**config.mk**
```make
export PLATFORM = sky130hd
export DESIGN_NAME = tx_descriptor_legacy16
export DESIGN_NICKNAME = d
export VERILOG_FILES = /design/src/rtl/tx_descriptor_legacy16_pkg.sv /design/src/rtl/tx_descriptor_legacy16.sv
export SDC_FILE = /design/constraint.sdc
export NUM_CORES = 1
export LEC_CHECK = 0
export BUFFER_PORTS_ARGS = -buffer_cell sky130_fd_sc_hd__buf_2
export CORE_MARGIN = 2
export CORE_UTILIZATION = 35
export CTS_BUF_LIST = sky130_fd_sc_hd__clkbuf_4 sky130_fd_sc_hd__clkbuf_8
export DETAILED_ROUTE_END_ITERATION = 10
export PLACE_DENSITY = 0.6
export SETUP_SLACK_MARGIN = 0.2
export SYNTH_ARGS = -nofsm -noshare
export SYNTH_HDL_FRONTEND = slang
export SYNTH_SLANG_ARGS = --single-unit
```
**constraint.sdc**
```tcl
create_clock -name mclk_i -period 5.7 [get_ports mclk_i]
set_input_delay 0.855 -clock mclk_i [delete_from_list [all_inputs] [get_ports mclk_i]]
set_output_delay 0.855 -clock mclk_i [all_outputs]
set_load 0.02 [all_outputs]
```
**src/rtl/tx_descriptor_legacy16_pkg.sv**
```systemverilog
package tx_descriptor_legacy16_pkg;

   // Memory side and format select widths
   localparam int unsigned ADDR_W = 24;
   localparam int unsigned WORD_W = 16;
   localparam int unsigned BYTE_W = 8;
   localparam int unsigned FORMAT_W = 8;

   // Byte offsets of the four descriptor words
   localparam logic [ADDR_W-1:0] OFS_ADDR_LO = 24'h000000;
   localparam logic [ADDR_W-1:0] OFS_FLAGS = 24'h000002;
   localparam logic [ADDR_W-1:0] OFS_LENGTH = 24'h000004;
   localparam logic [ADDR_W-1:0] OFS_SPARE = 24'h000006;

   // Bit positions in the offset-2 word
   localparam int unsigned OWN_BIT = 15;
   localparam int unsigned SPARE_BIT = 14;
   localparam int unsigned APPEND_CHECKSUM_BIT = 13;
   localparam int unsigned FRAME_IRQ_SELECT_BIT = 12;
   localparam int unsigned SPARE_HI_BIT = 11;
   localparam int unsigned SPARE_LO_BIT = 10;
   localparam int unsigned FIRST_BUFFER_BIT = 9;
   localparam int unsigned LAST_BUFFER_BIT = 8;
   localparam int unsigned ADDR_HI_MSB = 7;
   localparam int unsigned ADDR_HI_LSB = 0;

   // Descriptor format select value of the legacy 16-bit layout
   localparam logic [FORMAT_W-1:0] FORMAT_LEGACY16 = 8'h00;

   // Data FIFO: one byte plus an end-of-frame marker
   localparam int unsigned FIFO_WIDTH = 9;
   localparam int unsigned FIFO_DEPTH = 32;

   // Reset values and the one-byte remaining length
   localparam logic [ADDR_W-1:0] ADDR_RESET = 24'h000000;
   localparam logic [WORD_W-1:0] WORD_RESET = 16'h0000;
   localparam logic [WORD_W-1:0] LEN_ONE = 16'h0001;

   typedef enum logic [7:0] {
      ST_IDLE    = 8'h01,
      ST_FLAGS   = 8'h02,
      ST_ADDR    = 8'h04,
      ST_LEN     = 8'h08,
      ST_FETCH   = 8'h10,
      ST_PUSH    = 8'h20,
      ST_RETURN  = 8'h40,
      ST_ADVANCE = 8'h80
   } seq_state_t;

endpackage

```
**src/rtl/tx_descriptor_legacy16.sv**
```systemverilog
// Summary of operation
// - With the format select at zero, descriptors are decoded as the legacy four-word 16-bit layout.
// - The 24-bit buffer address is word 0 for bits 15:0 and the low byte of word 2 for bits 23:16.
// - Bit 15 of word 2 is ownership: 0 means the host holds the descriptor, 1 means the device does.
// - After the last buffer byte is queued in the FIFO the device clears ownership, returning the descriptor.
// - Neither party alters a descriptor after handing it over.
// - Bit 13 of word 2 in any buffer of a frame forces checksum generation over the global disable; when clear in all, the disable decides.
// - While automatic padding is on, the per-descriptor checksum flag is ignored.
// - The device never changes the checksum, first, last or length fields.
// - With the last-frame gate on, the done flag is raised only for a frame ending with select and last set.
// - With the last-frame gate off, the per-descriptor select flag is ignored.
// - Outside a frame, device-held descriptors lacking the first flag are skipped until one with owner and first is found.
// - Bit 8 of word 2 marks the last buffer; first plus last means a single unchained buffer.
// - Word 4 holds the two's complement of the length, and exactly that many bytes are sent.
// - Any buffer length is accepted, with no minimum size.

module tx_byte_fifo #(
   parameter int unsigned WIDTH = 9,
   parameter int unsigned DEPTH = 32
) (
   input wire logic mclk_i, // Clock
   input wire logic nrst_i, // Async reset, active low
   input wire logic ce_i, // Clock enable
   input wire logic [WIDTH-1:0] in_data_i, // Write data
   input wire logic in_valid_i, // Write request
   output logic in_ready_o, // Space available
   output logic [WIDTH-1:0] out_data_o, // Head entry
   output logic out_valid_o, // Head entry valid
   input wire logic out_ready_i // Consumer takes head
);
   localparam int unsigned PTR_W = $clog2(DEPTH);
   localparam logic [PTR_W:0] CNT_FULL = (PTR_W+1)'(DEPTH);
   localparam logic [PTR_W:0] CNT_ONE = (PTR_W+1)'(1);
   localparam logic [PTR_W:0] CNT_LAST = (PTR_W+1)'(DEPTH - 1);

   logic [WIDTH-1:0] mem_q [DEPTH];
   logic [PTR_W-1:0] wr_ptr_q;
   logic [PTR_W-1:0] rd_ptr_q;
   logic [PTR_W:0] count_q;
   logic push;
   logic pop;

   assign push = in_valid_i && in_ready_o;
   assign pop = out_valid_o && out_ready_i;
   assign out_data_o = mem_q[rd_ptr_q];

   always_ff @(posedge mclk_i) begin
      if (ce_i && push) begin
         mem_q[wr_ptr_q] <= in_data_i;
      end
   end

   always_ff @(posedge mclk_i or negedge nrst_i) begin
      if (!nrst_i) begin
         wr_ptr_q <= '0;
         rd_ptr_q <= '0;
      end else if (ce_i) begin
         if (push) begin
            wr_ptr_q <= wr_ptr_q + 1'b1;
         end
         if (pop) begin
            rd_ptr_q <= rd_ptr_q + 1'b1;
         end
      end
   end

   // Flags are registered so both sides see flop outputs
   always_ff @(posedge mclk_i or negedge nrst_i) begin
      if (!nrst_i) begin
         count_q <= '0;
         in_ready_o <= 1'b1;
         out_valid_o <= 1'b0;
      end else if (ce_i) begin
         if (push && !pop) begin
            count_q <= count_q + 1'b1;
            in_ready_o <= (count_q != CNT_LAST);
            out_valid_o <= 1'b1;
         end else if (pop && !push) begin
            count_q <= count_q - 1'b1;
            in_ready_o <= 1'b1;
            out_valid_o <= (count_q != CNT_ONE);
         end else begin
            in_ready_o <= (count_q != CNT_FULL);
            out_valid_o <= (count_q != '0);
         end
      end
   end
endmodule

module tx_descriptor_legacy16
   import tx_descriptor_legacy16_pkg::*;
(
   input wire logic mclk_i, // Bus clock, 100 MHz
   input wire logic nrst_i, // Async reset, active low
   input wire logic ce_i, // Clock enable, freezes all state when low
   input wire logic enable_i, // Transmit descriptor processing on
   input wire logic poll_i, // Pulse: look at current descriptor
   input wire logic [FORMAT_W-1:0] descriptor_format_select_i, // Software structure style
   input wire logic disable_tx_checksum_i, // Global checksum disable
   input wire logic auto_pad_transmit_i, // Automatic pad control
   input wire logic last_frame_irq_gate_i, // Last-frame interrupt gate
   input wire logic [ADDR_W-1:0] desc_addr_i, // Current descriptor byte address
   output logic desc_next_o, // Pulse: advance to next descriptor
   output logic mem_req_o, // Memory word request
   output logic mem_we_o, // Memory write
   output logic [ADDR_W-1:0] mem_addr_o, // Memory byte address
   output logic [WORD_W-1:0] mem_wdata_o, // Memory write data
   input wire logic [WORD_W-1:0] mem_rdata_i, // Memory read data
   input wire logic mem_ack_i, // Pulse: memory access done
   output logic [BYTE_W-1:0] tx_data_o, // Frame byte toward the MAC
   output logic tx_last_o, // Last byte of frame
   output logic tx_valid_o, // Frame byte valid
   input wire logic tx_ready_i, // MAC takes the byte
   output logic fcs_enable_o, // Checksum append for the frame just queued
   output logic frame_done_o, // Pulse: whole frame queued
   output logic tx_done_irq_flag_o, // Pulse: set transmit-done flag
   output logic skip_o, // Pulse: descriptor skipped
   output logic busy_o, // Sequencer not idle
   output logic [ADDR_W-1:0] tx_buffer_pointer_o // Current buffer byte pointer
);
   seq_state_t state_q;
   logic go_q;
   logic in_frame_q;
   logic append_seen_q;
   logic [WORD_W-1:0] flags_q;
   logic [ADDR_W-1:0] ptr_q;
   logic [WORD_W-1:0] remain_q;
   logic [BYTE_W-1:0] byte_q;
   logic legacy_fmt;
   logic flag_own;
   logic flag_first;
   logic flag_last;
   logic flag_append;
   logic flag_irq_sel;
   logic fifo_in_ready;
   logic fifo_in_valid;
   logic [FIFO_WIDTH-1:0] fifo_in_data;
   logic [FIFO_WIDTH-1:0] fifo_out_data;
   logic fifo_out_valid;
   logic byte_taken;
   logic ret_done;
   logic [WORD_W-1:0] rd_len;

   assign legacy_fmt = (descriptor_format_select_i == FORMAT_LEGACY16);
   // Only the named fields of word 2 are decoded; spare bits and word 6 never steer anything
   assign flag_own = flags_q[OWN_BIT];
   assign flag_first = flags_q[FIRST_BUFFER_BIT];
   assign flag_last = flags_q[LAST_BUFFER_BIT];
   assign flag_append = flags_q[APPEND_CHECKSUM_BIT];
   assign flag_irq_sel = flags_q[FRAME_IRQ_SELECT_BIT];
   assign rd_len = WORD_RESET - mem_rdata_i;

   assign fifo_in_valid = (state_q == ST_PUSH);
   assign fifo_in_data = {flag_last && (remain_q == LEN_ONE), byte_q};
   assign byte_taken = fifo_in_valid && fifo_in_ready;
   assign ret_done = (state_q == ST_RETURN) && mem_ack_i;

   // Poll request; reloaded after each advance so chained buffers go on without a poll
   always_ff @(posedge mclk_i or negedge nrst_i) begin
      if (!nrst_i) begin
         go_q <= 1'b0;
      end else if (ce_i) begin
         if (poll_i || state_q == ST_ADVANCE) begin
            go_q <= 1'b1;
         end else if (state_q == ST_IDLE && enable_i && legacy_fmt) begin
            go_q <= 1'b0;
         end
      end
   end

   // Descriptor sequencer with its memory command
   always_ff @(posedge mclk_i or negedge nrst_i) begin
      if (!nrst_i) begin
         state_q <= ST_IDLE;
         mem_req_o <= 1'b0;
         mem_we_o <= 1'b0;
         mem_addr_o <= ADDR_RESET;
         mem_wdata_o <= WORD_RESET;
         flags_q <= WORD_RESET;
         ptr_q <= ADDR_RESET;
         remain_q <= WORD_RESET;
         byte_q <= '0;
      end else if (ce_i) begin
         unique case (state_q)
            ST_IDLE: begin
               if (enable_i && legacy_fmt && go_q) begin
                  mem_req_o <= 1'b1;
                  mem_we_o <= 1'b0;
                  mem_addr_o <= desc_addr_i + OFS_FLAGS;
                  state_q <= ST_FLAGS;
               end
            end
            ST_FLAGS: begin
               if (mem_ack_i) begin
                  flags_q <= mem_rdata_i;
                  if (!mem_rdata_i[OWN_BIT]) begin
                     mem_req_o <= 1'b0;
                     state_q <= ST_IDLE;
                  end else if (!in_frame_q && !mem_rdata_i[FIRST_BUFFER_BIT]) begin
                     mem_req_o <= 1'b0;
                     state_q <= ST_ADVANCE;
                  end else begin
                     mem_addr_o <= desc_addr_i + OFS_ADDR_LO;
                     state_q <= ST_ADDR;
                  end
               end
            end
            ST_ADDR: begin
               if (mem_ack_i) begin
                  ptr_q <= {flags_q[ADDR_HI_MSB:ADDR_HI_LSB], mem_rdata_i};
                  mem_addr_o <= desc_addr_i + OFS_LENGTH;
                  state_q <= ST_LEN;
               end
            end
            ST_LEN: begin
               if (mem_ack_i) begin
                  remain_q <= rd_len;
                  if (rd_len == WORD_RESET) begin
                     mem_we_o <= 1'b1;
                     mem_addr_o <= desc_addr_i + OFS_FLAGS;
                     mem_wdata_o <= flags_q & ~(WORD_W'(1) << OWN_BIT);
                     state_q <= ST_RETURN;
                  end else begin
                     mem_addr_o <= ptr_q;
                     state_q <= ST_FETCH;
                  end
               end
            end
            ST_FETCH: begin
               if (mem_ack_i) begin
                  mem_req_o <= 1'b0;
                  byte_q <= ptr_q[0] ? mem_rdata_i[WORD_W-1:BYTE_W] : mem_rdata_i[BYTE_W-1:0];
                  state_q <= ST_PUSH;
               end
            end
            ST_PUSH: begin
               if (byte_taken) begin
                  ptr_q <= ptr_q + 1'b1;
                  remain_q <= remain_q - 1'b1;
                  mem_req_o <= 1'b1;
                  if (remain_q == LEN_ONE) begin
                     // Only ownership changes; every host field is written back as read
                     mem_we_o <= 1'b1;
                     mem_addr_o <= desc_addr_i + OFS_FLAGS;
                     mem_wdata_o <= flags_q & ~(WORD_W'(1) << OWN_BIT);
                     state_q <= ST_RETURN;
                  end else begin
                     mem_addr_o <= ptr_q + 1'b1;
                     state_q <= ST_FETCH;
                  end
               end
            end
            ST_RETURN: begin
               if (mem_ack_i) begin
                  mem_req_o <= 1'b0;
                  mem_we_o <= 1'b0;
                  state_q <= ST_ADVANCE;
               end
            end
            ST_ADVANCE: begin
               state_q <= ST_IDLE;
            end
         endcase
      end
   end

   // Frame chaining and checksum decision
   always_ff @(posedge mclk_i or negedge nrst_i) begin
      if (!nrst_i) begin
         in_frame_q <= 1'b0;
         append_seen_q <= 1'b0;
         fcs_enable_o <= 1'b0;
      end else if (ce_i && ret_done) begin
         if (flag_last) begin
            in_frame_q <= 1'b0;
            append_seen_q <= 1'b0;
            if (auto_pad_transmit_i) begin
               fcs_enable_o <= !disable_tx_checksum_i;
            end else begin
               fcs_enable_o <= append_seen_q || flag_append || !disable_tx_checksum_i;
            end
         end else begin
            in_frame_q <= 1'b1;
            append_seen_q <= append_seen_q || flag_append;
         end
      end
   end

   // Event pulses; a frame is complete once the ownership write-back of its last descriptor is acknowledged
   always_ff @(posedge mclk_i or negedge nrst_i) begin
      if (!nrst_i) begin
         frame_done_o <= 1'b0;
         tx_done_irq_flag_o <= 1'b0;
         desc_next_o <= 1'b0;
         skip_o <= 1'b0;
      end else if (ce_i) begin
         frame_done_o <= ret_done && flag_last;
         if (last_frame_irq_gate_i) begin
            tx_done_irq_flag_o <= ret_done && flag_last && flag_irq_sel;
         end else begin
            tx_done_irq_flag_o <= ret_done && flag_last;
         end
         desc_next_o <= (state_q == ST_FLAGS) && mem_ack_i && mem_rdata_i[OWN_BIT]
                        && !in_frame_q && !mem_rdata_i[FIRST_BUFFER_BIT]
                        || ret_done;
         skip_o <= (state_q == ST_FLAGS) && mem_ack_i && mem_rdata_i[OWN_BIT]
                   && !in_frame_q && !mem_rdata_i[FIRST_BUFFER_BIT];
      end
   end

   // Status
   always_ff @(posedge mclk_i or negedge nrst_i) begin
      if (!nrst_i) begin
         busy_o <= 1'b0;
         tx_buffer_pointer_o <= ADDR_RESET;
      end else if (ce_i) begin
         busy_o <= (state_q != ST_IDLE);
         tx_buffer_pointer_o <= ptr_q;
      end
   end

   tx_byte_fifo #(
      .WIDTH(FIFO_WIDTH),
      .DEPTH(FIFO_DEPTH)
   ) u_fifo (
      .mclk_i(mclk_i),
      .nrst_i(nrst_i),
      .ce_i(ce_i),
      .in_data_i(fifo_in_data),
      .in_valid_i(fifo_in_valid),
      .in_ready_o(fifo_in_ready),
      .out_data_o(fifo_out_data),
      .out_valid_o(fifo_out_valid),
      .out_ready_i(tx_ready_i)
   );

   assign tx_data_o = fifo_out_data[BYTE_W-1:0];
   assign tx_last_o = fifo_out_data[BYTE_W];
   assign tx_valid_o = fifo_out_valid;
endmodule

```
==> summary.md <==
| Metric | Value |
|---|---|
| Outcome | `finished, final reports clean` |
| Final Setup Violations | `0` |
| Final Hold Viols | `0` |
| Cell count of the worst reg-to-reg path | `7` |
| Logic gate share of total power | `0.271` |
| Leakage | `around 8.4 nW` |
| Hold WC Path Type | `in2async` |
| List of most frequent post-synthesis cells | `edfxtp_1, dfrtp_1, nor2_1, a21oi_1, clkbuf_1` |
| Placer Congestion | `0.900` |
| Slew margin rel. | `0.182` |
| GRT Residual Overflow | `0` |
| Worst setup SP type | `flip-flop` |
| Internal | `0.00686 W` |
| Post-synth top flop | `edfxtp_1` |
| Switching power | `0.00365 W` |
| Slew @ Worst Pin | `1230 ps` |
| Period minus WS final | `4500 ps` |
| FF+latch count, synth | `451` |
| Post-cts sizing count | `0` |
| Gate count of the mapped netlist | `1,603` |
| Root Driver | `clkbuf_8` |
| Final setup skew | `58.2 ps` |
| Layout area overhead | `14.1%` |
| CTS tree | `built` |
| Seq pwr share | `0.440` |
| Total GRT Usage | `0.184` |
| Post-layout util | `0.402` |
| CTS sink count | `about 450` |
| Clock transition at the registers of the reported paths | `about 60 ps` |
| Largest net degree at the start of global routing | `78` |
| Final setup TNS | `0 ps` |
| Post-DRT Antenna Nets | `0` |
| Most frequent cell after synthesis | `edfxtp_1` |
| Layout cell share with drive strength beyond 1 | `0.265` |
| Number of global-route vias before repair | `14.2k` |
| Worst path required time | `slightly below 5000 ps` |
| NumNets Final | `between 1.5k and 2k` |
| Port Buffer Count | `138` |
| Routed vias/inst | `around 5.6` |
| Crit Path Class | `reg2out` |
| Cell Area, Synth | `21,200 um2` |
| Number of synthesized flops with an enable pin | `288` |
| MaxCap Viol Count | `0` |
| Horiz. Die Dim | `250 um` |
| Syn Nets | `roughly 1.7k` |
| Core Rows | `90` |
| Area leader, netlist | `edfxtp_1` |
| Starting density of the core | `0.353` |
| Register-to-register setup slack | `1560 ps` |
| DRT iter0 DRCs | `roughly 1.3k` |
| Worst EP arrival | `3640 ps` |
| Initial antenna violation count | `7` |
| Clock latency on the worst-skew pair | `670 ps` |
| DP HPWL | `38.5 mm` |
| H-tree depth | `3` |
| FF-to-FF End | `u_fifo.mem_q[16][5]$_DFFE_PP_` |
| Power density cells | `435 nW/um2` |
| Clock buffer depth | `3` |
| CTS buffer count | `78` |
| Syn avg cell area | `13.2 um2` |
| Switching part of the total | `0.347` |
| First-pass GRT wire length | `88.4 mm` |
| Fmax | `around 220 MHz` |
| Yosys top cell area share | `0.409` |
| Netlist cell types | `79` |
| Total core area | `60,000 um2` |
| DR pass1 iterations | `5` |
| I/O pin cnt | `140` |
| Largest cells by area after synthesis | `edfxtp_1, dfrtp_1, mux4_2` |
| Unrepaired setup endpoints after global routing | `false` |
| DIE HEIGHT | `roughly 250 um` |
| Worst r2r src | `state_q[2]$_DFFE_PN0P_` |
| CTS hold repair buffers | `0` |
| Die ar. | `approximately 62,000 um2` |
| Postcts setup bufs | `0` |
| Async SR Flop Fraction | `0.361` |
| Wirelength per Cell | `between 20 and 25 um` |
| Sequential area share after synthesis | `0.601` |
| DRC | `0` |
| Clock network power share | `0.289` |
| # fillers | `~5.6k` |
| Vias | `roughly 14k` |
| WL final | `around 58 mm` |
| Syn. warnings | `0` |
| Final Cycle Share | `0.789` |
| Slew Limit Fails | `0` |
| CP Max Fanout | `40` |
| Worst VDD drop | `roughly 0.00025 V` |
| CP Capture Type | `output pin` |
## layout make-up
cell class              instances  area (um2)  share of cell area
multi-input cells            1006        7860               0.326
flip-flops and latches        451       12700               0.527
diodes                          2        5.00            0.000207
inverters                      29         109             0.00451
clock inverters                29         263              0.0109
repair buffers                162         877              0.0363
clock buffers                 104        1320              0.0546
well taps                     782         978              0.0405
## cell usage in the layout, fill, tap and decap left out, types with 7 or more instances in the layout
| cell | synthesis | layout |
|---|---|---|
| mux2i_1 | 9 | 9 |
| mux2_2 | 61 | 61 |
| clkbuf_4 | 0 | 18 |
| o22ai_1 | 18 | 18 |
| or3_1 | 16 | 16 |
| ha_1 | 18 | 18 |
| nand2_1 | 89 | 89 |
| edfxtp_1 | 288 | 288 |
| dfrtp_1 | 161 | 159 |
| and2_1 | 10 | 10 |
| xnor2_1 | 39 | 39 |
| a21oi_1 | 95 | 95 |
| buf_2 | 9 | 137 |
| and4_1 | 8 | 7 |
| inv_1 | 29 | 29 |
| nor4_1 | 12 | 12 |
| xor2_1 | 16 | 16 |
| a211oi_1 | 10 | 10 |
| nor2b_1 | 10 | 10 |
| nand4_1 | 25 | 25 |
| mux2_4 | 8 | 8 |
| clkbuf_8 | 0 | 86 |
| buf_4 | 1 | 24 |
| clkinv_2 | 0 | 12 |
| o21ai_0 | 89 | 89 |
| o31ai_1 | 13 | 13 |
| a31oi_1 | 26 | 26 |
| nor2_1 | 130 | 129 |
| nand3_1 | 51 | 51 |
| and3_1 | 21 | 20 |
| clkinv_1 | 0 | 8 |
| nor3_1 | 33 | 33 |
| mux4_2 | 90 | 90 |
## metrics by stage
step	setup slack (ps)	hold slack, ps	power, W	cell area (um2)	instances
final	1200	180	0.0105	24100	2565
after global routing	974	178	0.0110	24100	2565
after CTS	1090	167	0.0106	24100	2563
after detailed placement	1660	478	0.00752	22600	2430
after global placement	1850	465	0.00745	22600	2430
after floorplan	2230	473	0.00646	21200	1603
## power groups by stage
stage | Combinational, W | Clock, W | Sequential, W
floorplan | 0.00199 | 0 | 0.00447
global placement | 0.00280 | 0 | 0.00466
detailed placement | 0.00285 | 0 | 0.00467
CTS | 0.00286 | 0.00310 | 0.00462
global route | 0.00307 | 0.00327 | 0.00469
finish | 0.00285 | 0.00304 | 0.00462
## registers in the layout, indices dropped and copies added, names as in the netlist, 5 cells and up
signal and cells:
byte_q 8, flags_q 15, mem_addr_o 24, mem_wdata_o 15
ptr_q 24, remain_q 16, state_q 8, tx_buffer_pointer_o 24
u_fifo.count_q 6, u_fifo.mem_q 288, u_fifo.rd_ptr_q 5, u_fifo.wr_ptr_q 5
## routing by layer
metal / up-vias / GRT usage / part of all wire
li1: 6401 / - / -
met1: 7284 / 0.245 / 0.42
met2: 590 / 0.303 / 0.48
met3: 125 / 0.0402 / 0.066
met4: 10 / 0.0551 / 0.025
met5: - / 0 / 0.0011
## cells by family (layout without fill, tap and decap cells)
group                    after synthesis  count (layout)  share of synthesized area
other                                  1               3                   0.000177
XOR/XNOR                              55              55                     0.0228
flip-flops                           451             451                      0.601
AO/OA/AOI/OAI                        320             320                     0.0939
adder cells (fa/ha/maj)               18              18                     0.0106
buffers and inverters                146             324                     0.0273
multiplexers                         168             168                      0.138
AND/OR/NAND/NOR                      444             444                      0.106
## worst max-delay path, stage by stage, from the launching register on
cell,delay (ps)
dfrtp_4,950
buf_4,400
mux4_2,590
mux4_2,550
mux2_2,290
buf_2,160
## how the worst max path moves through the flow
stage / slack (ps) / end / from / depth (start not counted)
floorplan: 2230 / tx_last_o / u_fifo.rd_ptr_q[0]$_DFFE_PN0P_ / 5
global placement: 1850 / u_fifo.mem_q[3][6]$_DFFE_PP_ / state_q[4]$_DFFE_PN0P_ / 7
detailed placement: 1660 / u_fifo.mem_q[18][5]$_DFFE_PP_ / state_q[4]$_DFFE_PN0P_ / 7
CTS: 1090 / tx_data_o[1] / u_fifo.rd_ptr_q[0]$_DFFE_PN0P_ / 5
global route: 970 / tx_data_o[1] / u_fifo.rd_ptr_q[0]$_DFFE_PN0P_ / 5
finish: 1200 / tx_data_o[1] / u_fifo.rd_ptr_q[0]$_DFFE_PN0P_ / 5
(Power assumes the default switching activity.)
